File: config.mk
export PLATFORM = sky130hd
export DESIGN_NAME = spf_fifo_access
export DESIGN_NICKNAME = d
export VERILOG_FILES = /design/src/logic/spf_pkg.sv /design/src/logic/spf_fifo.sv /design/src/logic/spf_buf2.sv /design/src/logic/spf_fifo_access.sv
export VERILOG_INCLUDE_DIRS = /design/src /design/src/logic
export SDC_FILE = /design/constraint.sdc
export NUM_CORES = 1
export LEC_CHECK = 0
export BUFFER_PORTS_ARGS = -buffer_cell sky130_fd_sc_hd__buf_2
export CAP_MARGIN = 10
export CELL_PAD_IN_SITES_DETAIL_PLACEMENT = 1
export CELL_PAD_IN_SITES_GLOBAL_PLACEMENT = 2
export CORE_MARGIN = 1
export CORE_UTILIZATION = 42
export DETAILED_ROUTE_END_ITERATION = 10
export PLACE_DENSITY_LB_ADDON = 0.1
export SYNTH_ARGS = -nofsm -noshare
export SYNTH_HDL_FRONTEND = slang
export SYNTH_SLANG_ARGS = --single-unit
File: constraint.sdc
create_clock -name REF_CLK -period 3.9 [get_ports REF_CLK]
set_input_delay 0.195 -clock REF_CLK [delete_from_list [all_inputs] [get_ports REF_CLK]]
set_output_delay 0.195 -clock REF_CLK [all_outputs]
set_load 0.01 [all_outputs]
File: src/logic/spf_defines.svh
// register indices, field positions, reset values and sizes of the serial port fifo access block
`ifndef SPF_DEFINES_SVH
`define SPF_DEFINES_SVH

// data word and fifo geometry
`define SPF_WORD_W        32
`define SPF_HALF_W        16
`define SPF_FIFO_DEPTH    16
`define SPF_CNT_W         5
`define SPF_IDX_W         6

// register indices, byte address is four times the index
`define SPF_IDX_RX_UPPER  6'h00
`define SPF_IDX_RX_LOWER  6'h01
`define SPF_IDX_TX_UPPER  6'h02
`define SPF_IDX_TX_LOWER  6'h03
`define SPF_IDX_TX_CTRL   6'h20
`define SPF_IDX_RX_CTRL   6'h21
`define SPF_IDX_MODE      6'h30
`define SPF_IDX_STATUS    6'h31

// reset values
`define SPF_TX_CTRL_RESET 16'ha000
`define SPF_RX_CTRL_RESET 16'h201f

// mode register fields
`define SPF_MODE_FIFO     0
`define SPF_MODE_RX_FLUSH 1
`define SPF_MODE_TX_FLUSH 2

// status register fields
`define SPF_ST_RX_CNT_LO  0
`define SPF_ST_TX_CNT_LO  8
`define SPF_ST_RX_EMPTY   16
`define SPF_ST_TX_FULL    17
`define SPF_ST_STICKY_LO  18
`define SPF_ST_RX_HELD    22

// sticky flag positions inside the sticky group
`define SPF_STK_N         4
`define SPF_STK_RX_OVR    0
`define SPF_STK_TX_DROP   1
`define SPF_STK_RX_ORDER  2
`define SPF_STK_TX_ORDER  3

`endif

File: src/logic/spf_pkg.sv
// types shared by the serial port fifo access block
package spf_pkg;

	// one serial data word as its two 16-bit halves
	typedef struct packed {
		logic [15:0] upper;
		logic [15:0] lower;
	} spf_word_t;

	// progress through the two halves of one word
	typedef enum logic {
		SPF_ORD_IDLE,
		SPF_ORD_UPPER_DONE
	} spf_order_t;

endpackage : spf_pkg

File: src/logic/spf_fifo.sv
// synchronous fifo with array storage, flush and occupancy count
`include "spf_defines.svh"

module spf_fifo
#(
	parameter int WIDTH = `SPF_WORD_W,
	parameter int DEPTH = `SPF_FIFO_DEPTH
)
(
	// clock and reset
	input  wire logic                     clk,
	input  wire logic                     rst_n,
	// control
	input  wire logic                     flush,
	input  wire logic                     push,
	input  wire logic [WIDTH-1:0]         push_data,
	input  wire logic                     pop,
	// state
	output logic      [WIDTH-1:0]         head,
	output logic      [$clog2(DEPTH):0]   count,
	output logic                          full,
	output logic                          empty
);
	localparam int AW = $clog2(DEPTH);

	logic [WIDTH-1:0] mem [DEPTH];
	logic [AW-1:0]    wr_ptr;
	logic [AW-1:0]    rd_ptr;
	logic             do_push;
	logic             do_pop;

	// a push when full or a pop when empty leaves the pointers alone
	assign do_push = push && !full;
	assign do_pop  = pop && !empty;
	assign full    = count == (AW+1)'(DEPTH);
	assign empty   = count == '0;
	assign head    = mem[rd_ptr];

	// storage, no reset needed on the array
	always_ff @(posedge clk)
	begin
		if (do_push)
			mem[wr_ptr] <= push_data;
	end

	// pointers and count
	always_ff @(posedge clk)
	begin
		if (!rst_n || flush)
		begin
			wr_ptr <= '0;
			rd_ptr <= '0;
			count  <= '0;
		end
		else
		begin
			if (do_push)
				wr_ptr <= wr_ptr + 1'b1;
			if (do_pop)
				rd_ptr <= rd_ptr + 1'b1;
			count <= count + (AW+1)'(do_push) - (AW+1)'(do_pop);
		end
	end

endmodule : spf_fifo

File: src/logic/spf_buf2.sv
// two-entry buffer with valid and ready on both sides
module spf_buf2
(
	// clock and reset
	input  wire logic                clk,
	input  wire logic                rst_n,
	// filling side
	input  wire logic                in_valid,
	output logic                     in_ready,
	input  spf_pkg::spf_word_t       in_data,
	// draining side
	output logic                     out_valid,
	input  wire logic                out_ready,
	output spf_pkg::spf_word_t       out_data
);
	spf_pkg::spf_word_t slot1;
	logic [1:0]         used;
	logic               push;
	logic               pop;

	// handshakes
	assign in_ready  = used != 2'h2;
	assign out_valid = used != 2'h0;
	assign push      = in_valid && in_ready;
	assign pop       = out_valid && out_ready;

	// slot0 is the head, slot1 waits behind it
	always_ff @(posedge clk)
	begin
		if (!rst_n)
		begin
			out_data <= '0;
			slot1    <= '0;
			used     <= 2'h0;
		end
		else
		begin
			if (pop && used == 2'h2)
				out_data <= slot1;
			else if (push && (used == 2'h0 || (pop && used == 2'h1)))
				out_data <= in_data;
			if (push && (used == 2'h2 || (!pop && used == 2'h1)))
				slot1 <= in_data;
			used <= used + 2'(push) - 2'(pop);
		end
	end

endmodule : spf_buf2

File: src/logic/spf_fifo_access.sv
// serial port fifo access: wishbone slave, receive and transmit data windows, fifo control
`include "spf_defines.svh"

module spf_fifo_access
(
	// clock and reset
	input  wire logic                   REF_CLK,
	input  wire logic                   RST_N,
	// wishbone classic slave
	input  wire logic                   CYC_I,
	input  wire logic                   STB_I,
	input  wire logic                   WE_I,
	input  wire logic [7:0]             ADR_I,
	input  wire logic [3:0]             SEL_I,
	input  wire logic [31:0]            DAT_I,
	output logic      [31:0]            DAT_O,
	output logic                        ACK_O,
	// receive shifter side
	input  wire logic                   RX_VALID,
	input  spf_pkg::spf_word_t          RX_WORD,
	output logic                        RX_READY,
	// transmit shifter side
	output logic                        TX_VALID,
	output spf_pkg::spf_word_t          TX_WORD,
	input  wire logic                   TX_READY,
	// settings for the rest of the port
	output logic                        FIFO_MODE,
	output logic      [15:0]            TX_FIFO_CTRL,
	output logic      [15:0]            RX_FIFO_CTRL
);

	// byte lane merge of a 16-bit register
	function automatic logic [15:0] merge_half(
		input logic [15:0] old_v,
		input logic [15:0] wr_v,
		input logic [1:0]  lanes
	);
		merge_half = {lanes[1] ? wr_v[15:8] : old_v[15:8],
			lanes[0] ? wr_v[7:0] : old_v[7:0]};
	endfunction : merge_half

	// bus state
	logic                     ack;
	logic [31:0]              read_mux;
	logic                     take;
	logic                     take_rd;
	logic                     take_wr;
	logic [`SPF_IDX_W-1:0]    idx;
	logic                     hit_rx_upper;
	logic                     hit_rx_lower;
	logic                     hit_tx_upper;
	logic                     hit_tx_lower;
	logic                     hit_tx_ctrl;
	logic                     hit_rx_ctrl;
	logic                     hit_mode;
	logic                     hit_status;
	logic [15:0]              wr_half;

	// software registers
	logic                     fifo_mode;
	logic [15:0]              tx_ctrl;
	logic [15:0]              rx_ctrl;
	logic [15:0]              tx_upper_stage;
	spf_pkg::spf_word_t       rx_hold;
	logic                     rx_held;
	spf_pkg::spf_order_t      rx_order;
	spf_pkg::spf_order_t      next_rx_order;
	spf_pkg::spf_order_t      tx_order;
	spf_pkg::spf_order_t      next_tx_order;

	// fifo and buffer wiring
	logic                     mode_wr;
	logic                     rx_flush;
	logic                     tx_flush;
	logic                     rx_push;
	logic                     rx_pop;
	spf_pkg::spf_word_t       rx_head;
	logic [`SPF_CNT_W-1:0]    rx_count;
	logic                     rx_full;
	logic                     rx_empty;
	spf_pkg::spf_word_t       rx_view;
	logic                     tx_push;
	spf_pkg::spf_word_t       tx_push_word;
	logic                     tx_pop;
	spf_pkg::spf_word_t       tx_head;
	logic [`SPF_CNT_W-1:0]    tx_count;
	logic                     tx_full;
	logic                     tx_empty;
	logic                     buf_in_valid;
	logic                     buf_in_ready;
	spf_pkg::spf_word_t       buf_in_data;
	logic                     direct_valid;

	// sticky flags
	logic [`SPF_STK_N-1:0]    sticky;
	logic [`SPF_STK_N-1:0]    sticky_set;
	logic [`SPF_STK_N-1:0]    sticky_clr;

	// request decode, one request per ack
	assign take    = CYC_I && STB_I && !ack;
	assign take_rd = take && !WE_I;
	assign take_wr = take && WE_I;
	assign idx     = ADR_I[7:2];
	assign wr_half = DAT_I[15:0];

	// data windows keep their addresses in both modes
	assign hit_rx_upper = idx == `SPF_IDX_RX_UPPER;
	assign hit_rx_lower = idx == `SPF_IDX_RX_LOWER;
	assign hit_tx_upper = idx == `SPF_IDX_TX_UPPER;
	assign hit_tx_lower = idx == `SPF_IDX_TX_LOWER;
	// fifo control registers are only present in fifo mode
	assign hit_tx_ctrl  = fifo_mode && idx == `SPF_IDX_TX_CTRL;
	assign hit_rx_ctrl  = fifo_mode && idx == `SPF_IDX_RX_CTRL;
	assign hit_mode     = idx == `SPF_IDX_MODE;
	assign hit_status   = idx == `SPF_IDX_STATUS;

	// flushes come from the mode register or from a change of mode
	assign mode_wr  = take_wr && hit_mode && SEL_I[0];
	assign rx_flush = mode_wr && (DAT_I[`SPF_MODE_RX_FLUSH]
		|| DAT_I[`SPF_MODE_FIFO] != fifo_mode);
	assign tx_flush = mode_wr && (DAT_I[`SPF_MODE_TX_FLUSH]
		|| DAT_I[`SPF_MODE_FIFO] != fifo_mode);

	// receive side: fifo in fifo mode, single holding word otherwise
	assign rx_push  = fifo_mode && RX_VALID && !rx_full;
	assign RX_READY = fifo_mode ? !rx_full : 1'b1;
	assign rx_pop   = fifo_mode && take_rd && hit_rx_lower && !rx_empty;
	assign rx_view  = fifo_mode ? (rx_empty ? '0 : rx_head) : rx_hold;

	// transmit side: the lower half closes the word
	assign tx_push_word = '{upper: tx_upper_stage,
		lower: merge_half(16'h0000, wr_half, SEL_I[1:0])};
	assign tx_push      = fifo_mode && take_wr && hit_tx_lower && !tx_full;
	assign direct_valid = !fifo_mode && take_wr && hit_tx_lower;

	// the buffer feeds from the fifo head or from a direct write
	assign buf_in_valid = fifo_mode ? !tx_empty : direct_valid;
	assign buf_in_data  = fifo_mode ? tx_head : tx_push_word;
	assign tx_pop       = fifo_mode && !tx_empty && buf_in_ready;

	// events that set sticky flags
	assign sticky_set[`SPF_STK_RX_OVR]   = !fifo_mode && RX_VALID && rx_held
		&& !(take_rd && hit_rx_lower);
	assign sticky_set[`SPF_STK_TX_DROP]  = take_wr && hit_tx_lower
		&& (fifo_mode ? tx_full : !buf_in_ready);
	assign sticky_set[`SPF_STK_RX_ORDER] = take_rd && hit_rx_lower
		&& rx_order == spf_pkg::SPF_ORD_IDLE;
	assign sticky_set[`SPF_STK_TX_ORDER] = take_wr && hit_tx_lower
		&& tx_order == spf_pkg::SPF_ORD_IDLE;
	assign sticky_clr = (take_wr && hit_status && SEL_I[2])
		? DAT_I[`SPF_ST_STICKY_LO +: `SPF_STK_N] : '0;

	// sticky flags, a set in the clearing cycle wins
	genvar g;
	generate
		for (g = 0; g < `SPF_STK_N; g++)
		begin : g_sticky
			logic flag;
			always_ff @(posedge REF_CLK)
			begin
				if (!RST_N)
					flag <= 1'b0;
				else if (sticky_set[g])
					flag <= 1'b1;
				else if (sticky_clr[g])
					flag <= 1'b0;
			end
			assign sticky[g] = flag;
		end
	endgenerate

	// read data selection
	always_comb
	begin
		read_mux = 32'h0000_0000;
		if (hit_rx_upper)
			read_mux[15:0] = rx_view.upper;
		else if (hit_rx_lower)
			read_mux[15:0] = rx_view.lower;
		else if (hit_tx_ctrl)
			read_mux[15:0] = tx_ctrl;
		else if (hit_rx_ctrl)
			read_mux[15:0] = rx_ctrl;
		else if (hit_mode)
			read_mux[`SPF_MODE_FIFO] = fifo_mode;
		else if (hit_status)
		begin
			read_mux[`SPF_ST_RX_CNT_LO +: `SPF_CNT_W] = rx_count;
			read_mux[`SPF_ST_TX_CNT_LO +: `SPF_CNT_W] = tx_count;
			read_mux[`SPF_ST_RX_EMPTY] = rx_empty;
			read_mux[`SPF_ST_TX_FULL] = tx_full;
			read_mux[`SPF_ST_STICKY_LO +: `SPF_STK_N] = sticky;
			read_mux[`SPF_ST_RX_HELD] = rx_held;
		end
	end

	// bus answer one cycle after the request is taken
	always_ff @(posedge REF_CLK)
	begin
		if (!RST_N)
		begin
			ack   <= 1'b0;
			DAT_O <= 32'h0000_0000;
		end
		else
		begin
			ack <= take;
			if (take_rd)
				DAT_O <= read_mux;
		end
	end

	assign ACK_O = ack;

	// fifo control and mode registers
	always_ff @(posedge REF_CLK)
	begin
		if (!RST_N)
		begin
			tx_ctrl   <= `SPF_TX_CTRL_RESET;
			rx_ctrl   <= `SPF_RX_CTRL_RESET;
			fifo_mode <= 1'b0;
		end
		else
		begin
			if (take_wr && hit_tx_ctrl)
				tx_ctrl <= merge_half(tx_ctrl, wr_half, SEL_I[1:0]);
			if (take_wr && hit_rx_ctrl)
				rx_ctrl <= merge_half(rx_ctrl, wr_half, SEL_I[1:0]);
			if (mode_wr)
				fifo_mode <= DAT_I[`SPF_MODE_FIFO];
		end
	end

	assign FIFO_MODE    = fifo_mode;
	assign TX_FIFO_CTRL = tx_ctrl;
	assign RX_FIFO_CTRL = rx_ctrl;

	// upper transmit half waits here for its lower half
	always_ff @(posedge REF_CLK)
	begin
		if (!RST_N)
			tx_upper_stage <= 16'h0000;
		else if (take_wr && hit_tx_upper)
			tx_upper_stage <= merge_half(tx_upper_stage, wr_half, SEL_I[1:0]);
	end

	// holding word for operation without the fifo
	always_ff @(posedge REF_CLK)
	begin
		if (!RST_N)
		begin
			rx_hold <= '0;
			rx_held <= 1'b0;
		end
		else if (!fifo_mode && RX_VALID)
		begin
			rx_hold <= RX_WORD;
			rx_held <= 1'b1;
		end
		else if (take_rd && hit_rx_lower)
			rx_held <= 1'b0;
	end

	// order of half accesses on the receive window
	always_comb
	begin
		next_rx_order = rx_order;
		case (rx_order)
			spf_pkg::SPF_ORD_IDLE:
				if (take_rd && hit_rx_upper)
					next_rx_order = spf_pkg::SPF_ORD_UPPER_DONE;
			spf_pkg::SPF_ORD_UPPER_DONE:
				if (take_rd && hit_rx_lower)
					next_rx_order = spf_pkg::SPF_ORD_IDLE;
			default:
				next_rx_order = spf_pkg::SPF_ORD_IDLE;
		endcase
	end

	// order of half accesses on the transmit window
	always_comb
	begin
		next_tx_order = tx_order;
		case (tx_order)
			spf_pkg::SPF_ORD_IDLE:
				if (take_wr && hit_tx_upper)
					next_tx_order = spf_pkg::SPF_ORD_UPPER_DONE;
			spf_pkg::SPF_ORD_UPPER_DONE:
				if (take_wr && hit_tx_lower)
					next_tx_order = spf_pkg::SPF_ORD_IDLE;
			default:
				next_tx_order = spf_pkg::SPF_ORD_IDLE;
		endcase
	end

	// order state registers
	always_ff @(posedge REF_CLK)
	begin
		if (!RST_N)
		begin
			rx_order <= spf_pkg::SPF_ORD_IDLE;
			tx_order <= spf_pkg::SPF_ORD_IDLE;
		end
		else
		begin
			rx_order <= next_rx_order;
			tx_order <= next_tx_order;
		end
	end

	// receive fifo
	spf_fifo u_rx_fifo
	(
		.clk       (REF_CLK),
		.rst_n     (RST_N),
		.flush     (rx_flush),
		.push      (rx_push),
		.push_data (RX_WORD),
		.pop       (rx_pop),
		.head      (rx_head),
		.count     (rx_count),
		.full      (rx_full),
		.empty     (rx_empty)
	);

	// transmit fifo
	spf_fifo u_tx_fifo
	(
		.clk       (REF_CLK),
		.rst_n     (RST_N),
		.flush     (tx_flush),
		.push      (tx_push),
		.push_data (tx_push_word),
		.pop       (tx_pop),
		.head      (tx_head),
		.count     (tx_count),
		.full      (tx_full),
		.empty     (tx_empty)
	);

	// two-entry buffer toward the transmit shifter, a stall loses no word
	spf_buf2 u_tx_buf
	(
		.clk       (REF_CLK),
		.rst_n     (RST_N),
		.in_valid  (buf_in_valid),
		.in_ready  (buf_in_ready),
		.in_data   (buf_in_data),
		.out_valid (TX_VALID),
		.out_ready (TX_READY),
		.out_data  (TX_WORD)
	);

endmodule : spf_fifo_access

# After elaboration in Yosys (flattened, before gate mapping)

Memory sizes are Yosys's and may differ from the RTL's. A register that Yosys moved wholly into a read port is not among the register bits.
Cells that the tools add are included.

Flip-flop bits (word level): 204
Bits in writable memories: 1024
Bits of input ports: 83
Output and inout bits: 100
Word-level logic and storage cells: 190
Memories: 2

$add $sub $neg: 10
Equal/unequal tests: 13
Muxes and demuxes: 53
Bitwise operators: 2
Reductions and logical operators: 81

Memories:

| memory        | depth | bits a word | read ports | clocked after Yosys merged registers in | wr ports | RTL line       | RTL |
|---|---|---|---|---|---|---|---|
| u_rx_fifo.mem | 16    | 32          | 1          | 1                                       | 1        | spf_fifo.sv:26 | `logic [WIDTH-1:0] mem [DEPTH];` |
| u_tx_fifo.mem | 16    | 32          | 1          | 1                                       | 1        | spf_fifo.sv:26 |  |

Operators with widths:

| kind                  | count |
|---|---|
| $mux W32              | 5 |
| $mux W16              | 3 |
| $logic_and A1 B1 Y1   | 47 |
| $mux W7               | 6 |
| $mux W5               | 5 |
| $eq A6 B6 Y1 const B  | 4 |
| $mux W4               | 6 |
| $mux W1               | 22 |
| $add A4 B1 Y4 const B | 4 |
| $mux W8               | 2 |
| $reduce_bool A2 Y1    | 7 |
| $eq A6 B2 Y1 const B  | 2 |
| $reduce_and A2 Y1     | 6 |
| $logic_not A1 Y1      | 11 |
| $add A5 B1 Y5         | 2 |
| $eq A5 B5 Y1 const B  | 2 |
| $logic_not A5 Y1      | 2 |
| $sub A5 B1 Y5         | 2 |
| $eq A6 B1 Y1 const B  | 1 |
| $logic_not A6 Y1      | 1 |
| $logic_or A1 B1 Y1    | 6 |
| $mux W3               | 2 |
| $pmux W1 S2           | 2 |
| $add A2 B1 Y2         | 1 |
| other kinds (7)       | 8 |

# Depth between registers and ports, before layout

Depth in word-level cells: 10
Mapped depth: 16
Gate-level depth less buffers: 15

# Cells and area by module

From an unflattened synthesis, not the netlist that was laid out.

Cells, all modules: 2786
Area total of the unflattened synthesis: 48577.8 µm²

Modules (own cells, without submodules):

| module          | instances | cells an instance | area an instance (µm²) | seq. area each (µm²) |
|---|---|---|---|---|
| spf_fifo        | 2         | 894               | 20016.7                | 15715.1 |
| spf_fifo_access | 1         | 684               | 5688.0                 | 2242.2 |
| spf_buf2        | 1         | 314               | 2856.5                 | 1321.3 |

# Worst setup path before layout

OpenSTA, ideal clock, no wires.

Path kind: reg2reg
From: register ack (netlist: ACK_O)
To: memory u_tx_fifo.mem[0][0] (netlist name), enable pin
Setup time: 461 ps
Data arrival time: 3751 ps
Required time: 3439 ps
Path slack: -312 ps
Stages on the path, launching flop included: 7
Buffers on the path: 1
Period minus slack after synthesis: 4212 ps
Cells stage by stage: dfxtp_1 > and4b_1 > clkbuf_1 > nand4_1 > nor2_1 > nand2_1 > nor3_1

Word-level cells in the longest chain between the ends: 9

Ends and longest elaborated chain:

| what                             | RTL line               | RTL |
|---|---|---|
| from (decl)                      | spf_fifo_access.sv:43  | `logic ack;` |
| from (signal assigned)           | spf_fifo_access.sv:207 | `ack <= take;` |
| $logic_not A1 Y1                 | spf_fifo_access.sv:100 | `assign take = CYC_I && STB_I && !ack;` |
| $logic_and A1 B1 Y1              | spf_fifo_access.sv:100 |  |
| $logic_and A1 B1 Y1              | spf_fifo_access.sv:102 | `assign take_wr = take && WE_I;` |
| $logic_and A1 B1 Y1 (3 in a row) | spf_fifo_access.sv:133 | `assign tx_push = fifo_mode && take_wr && hit_tx_lower && !tx_full;` |
| $logic_and A1 B1 Y1              | spf_fifo.sv:33         | `assign do_push = push && !full;` |
| named net u_tx_fifo.do_push      | spf_fifo.sv:29         | `logic do_push;` |
| $mux W1                          | spf_fifo.sv:42         | `if (do_push)` |
| $mux W1 (implied by the code)    | spf_fifo.sv:43         | `mem[wr_ptr] <= push_data;` |
| to (decl)                        | spf_fifo.sv:26         |  |

The timed path passes the listed nets, and every way through them passes these cells.

# Worst setup path in the final report

From: register ack (netlist: ACK_O)
To: memory u_tx_fifo.mem[1][31] (netlist name), enable pin

Same word-level chain as after synthesis.

==> flow_summary.yaml <==
setup_path:
  crit_fanout: 32
  cp_top_family: "simple AND/OR/NAND/NOR gates"
  cp-end-kind: "flop"
  path_buf_inv: 1
  crit_path_top_delay_cell: "and4b_1"
  critPathKind: "reg -> reg"
  path_cells: "and4b_1 -> nand4_1 -> nor2_1 -> nand2_1 -> nor3_4 -> buf_12"
  cp-start-kind: "flop"
  critPathArrivalTime_ns: 3.60
  required_ns: 4.30
  critPathMaxStageDelay_ns: 0.75
finish:
  drive_above_1_share: 0.249
  register_area_sq_um: 35000
  multi_input_area_sq_um: 13200
  final_cell_mix: "1024 x edfxtp_1, 248 x mux4_2, 205 x dfxtp_1"
  final_area_sq_um: 57100
  layout_commonest_cell: "edfxtp_1"
  synthToLayoutAreaGrowth_pct: 17.1
  nNetsFinal: 3176
  fillers: 10600
sta:
  finalHoldViolCount: 0
  tns_ns: 0
  period_needed_ns: 3.20
  worst_pin_slew_ns: 1.18
  setup_violations: 0
  rsz0062_at_grt: "no"
  drv_slew: 0
  fin_crit_sh: 0.820
  fin_skew_ns: 0.0244
  fmax_mhz: 313
  maxSlewHeadroom: 0.207
floorplanning:
  ioPinCount: 183
  dieArea_sq_um: 118000
  coreArea_sq_um: 115000
  die_w_microns: 343
  num_rows: 124
  initial_core_util: 0.425
  die_h_microns: 343
synthesis:
  async_flop_share: 0
  synth_edf_count: 1024
  synth_cells: 2785
  yosysSeqAreaShare: 0.717
  synth_flop_cell: "edfxtp_1"
  synth_seq_cells: 1236
  syn_avg_cell_area_sq_um: 17.5
  yosysWarningCount: 0
  syn-cell-area_sq_um: 48800
  yosysUniqueCellTypes: 76
clocking:
  cts_tree: "yes"
  clk_pin_slew_worst_paths_ns: 0.06
  cts.sinks: 1236
  cts_root_buf: "clkbuf_16"
  cts.repair.resized: 0
  cts_buffer_depth: 3
  cts_buffers: 136
  clk_latency_ns: 0.74
  htreeDepth: 4
routing:
  wire_per_inst_microns: 30.6
  drtPass1Iterations: 5
  drc: 0
  drt_iter0_drc: 2026
  num_vias: 27300
  vias_per_cell: 5.81
  routed_wl_microns: 144000
  drtAntennaViolNets: 0
grt:
  grt_pass1_vias: 28800
  grt_pass1_wl_microns: 206000
  grt-ovfl-total: 0
  antenna_found_initial: 11
  grt_usage: 0.246
  grt_max_degree: 115
power:
  ir_drop_v: 0.000371
  power_density_nw_per_um2: 479
  leakage_nw: 18.6
  power.total_mw: 27.4
placement:
  place_area_sq_um: 52200
  dp_hpwl_microns: 82900
  gp_congestion: 0.813
  port_buffers: 158
flow_run:
  drv_cap: 0
min_path:
  hold_class: "in -> reg"
status:
  status: "finished, final reports clean"
==> what timing repair did <==
action | in CTS | in global routing
hold buffers | 57 | 0
hold endpoints to repair | 627 | 0
setup buffers | 0 | 0
==> flip-flops by register name, indices dropped and copies added (netlist names), 5 cells and up, named ones only <==
register           cells
u_rx_fifo.mem        512
u_tx_fifo.mem        512
rx_hold               32
u_tx_buf.out_data     32
u_tx_buf.slot1        32
DAT_O                 23
RX_FIFO_CTRL          16
TX_FIFO_CTRL          16
tx_upper_stage        16
u_rx_fifo.count        5
u_tx_fifo.count        5
==> worst min-delay path: stages <==
cell,delay [ns]
buf_2,0.20
nand3_1,0.13
nand2_1,0.05
o21ai_0,0.06
and2_1,0.11
==> area by class of cell <==
type	instances	area share
antenna	2	0.0000876
clock buffer	183	0.0660
clock inverter	67	0.0101
inverter	24	0.00158
multi-input combinational	1354	0.232
sequential	1236	0.613
tap	1512	0.0331
timing repair buffer	316	0.0447
==> where the power goes <==
group	internal (mW)	switching, mW
Combinational	0.161	0.384
Sequential	14.2	0.0229
Clock	7.33	5.24
==> layer usage <==
layer | part of all wire | vias to the layer above | GRT usage
met1 | 0.43 | 14600 | 0.334
met3 | 0.058 | 219 | 0.0444
li1 | - | 11600 | -
met2 | 0.48 | 848 | 0.402
met5 | 0.00029 | - | 0
met4 | 0.028 | 8 | 0.0780
==> logic make-up after synthesis <==
kind of cell	share of synthesized area
AO/OA/AOI/OAI	0.0526
flip-flops	0.717
buffers and inverters	0.0195
XOR/XNOR	0.00359
multiplexers	0.147
AND/OR/NAND/NOR	0.0532
adder cells (fa/ha/maj)	0.00672
other	0.0000768
==> metrics by stage <==
stage | worst slack (ns) | hold WS (ns) | std cells | utilization
2_1_floorplan | 0.543 | 0.294 | 2793 | -
3_3_place_gp | 0.795 | 0.451 | 4385 | 0.455
3_5_place_dp | 0.752 | 0.454 | 4385 | 0.455
4_1_cts | 0.722 | 0.00373 | 4692 | 0.498
5_1_grt | 0.551 | 0.100 | 4693 | 0.498
6_report | 0.704 | 0.0675 | 4694 | 0.498
==> final timing paths <==
kind | startpoint | slack, ns | depth (start not counted) | end
min | ADR_I[3] | 0.07 | 5 | tx_order
max reg2reg | ACK_O | 0.70 | 6 | u_tx_fifo.mem[1][31]
max | ACK_O | 0.70 | 6 | u_tx_fifo.mem[1][31]
min reg2reg | u_tx_buf.out_data[7] | 0.46 | 2 | u_tx_buf.out_data[7]
==> synthesized netlist by cell type, drive strengths merged, types with 14 or more instances <==
master  number  share of area
clkbuf      93         0.0072
nand3       62         0.0064
nor2       148          0.012
edfxtp    1024           0.63
mux4       250           0.12
o21ai       66         0.0072
a22oi       51         0.0078
mux2i      122          0.025
buf         86          0.011
o221ai      33         0.0059
nand2      166          0.013
inv         24         0.0018
nor2b       57         0.0073
dfxtp      212          0.087
and2        27         0.0035
a221oi      14         0.0025
ha          23         0.0059
a21oi       42         0.0043
a21boi      85          0.013
nor3        23         0.0027
mux2        29         0.0067
Power figures use the tool's default switching activity.
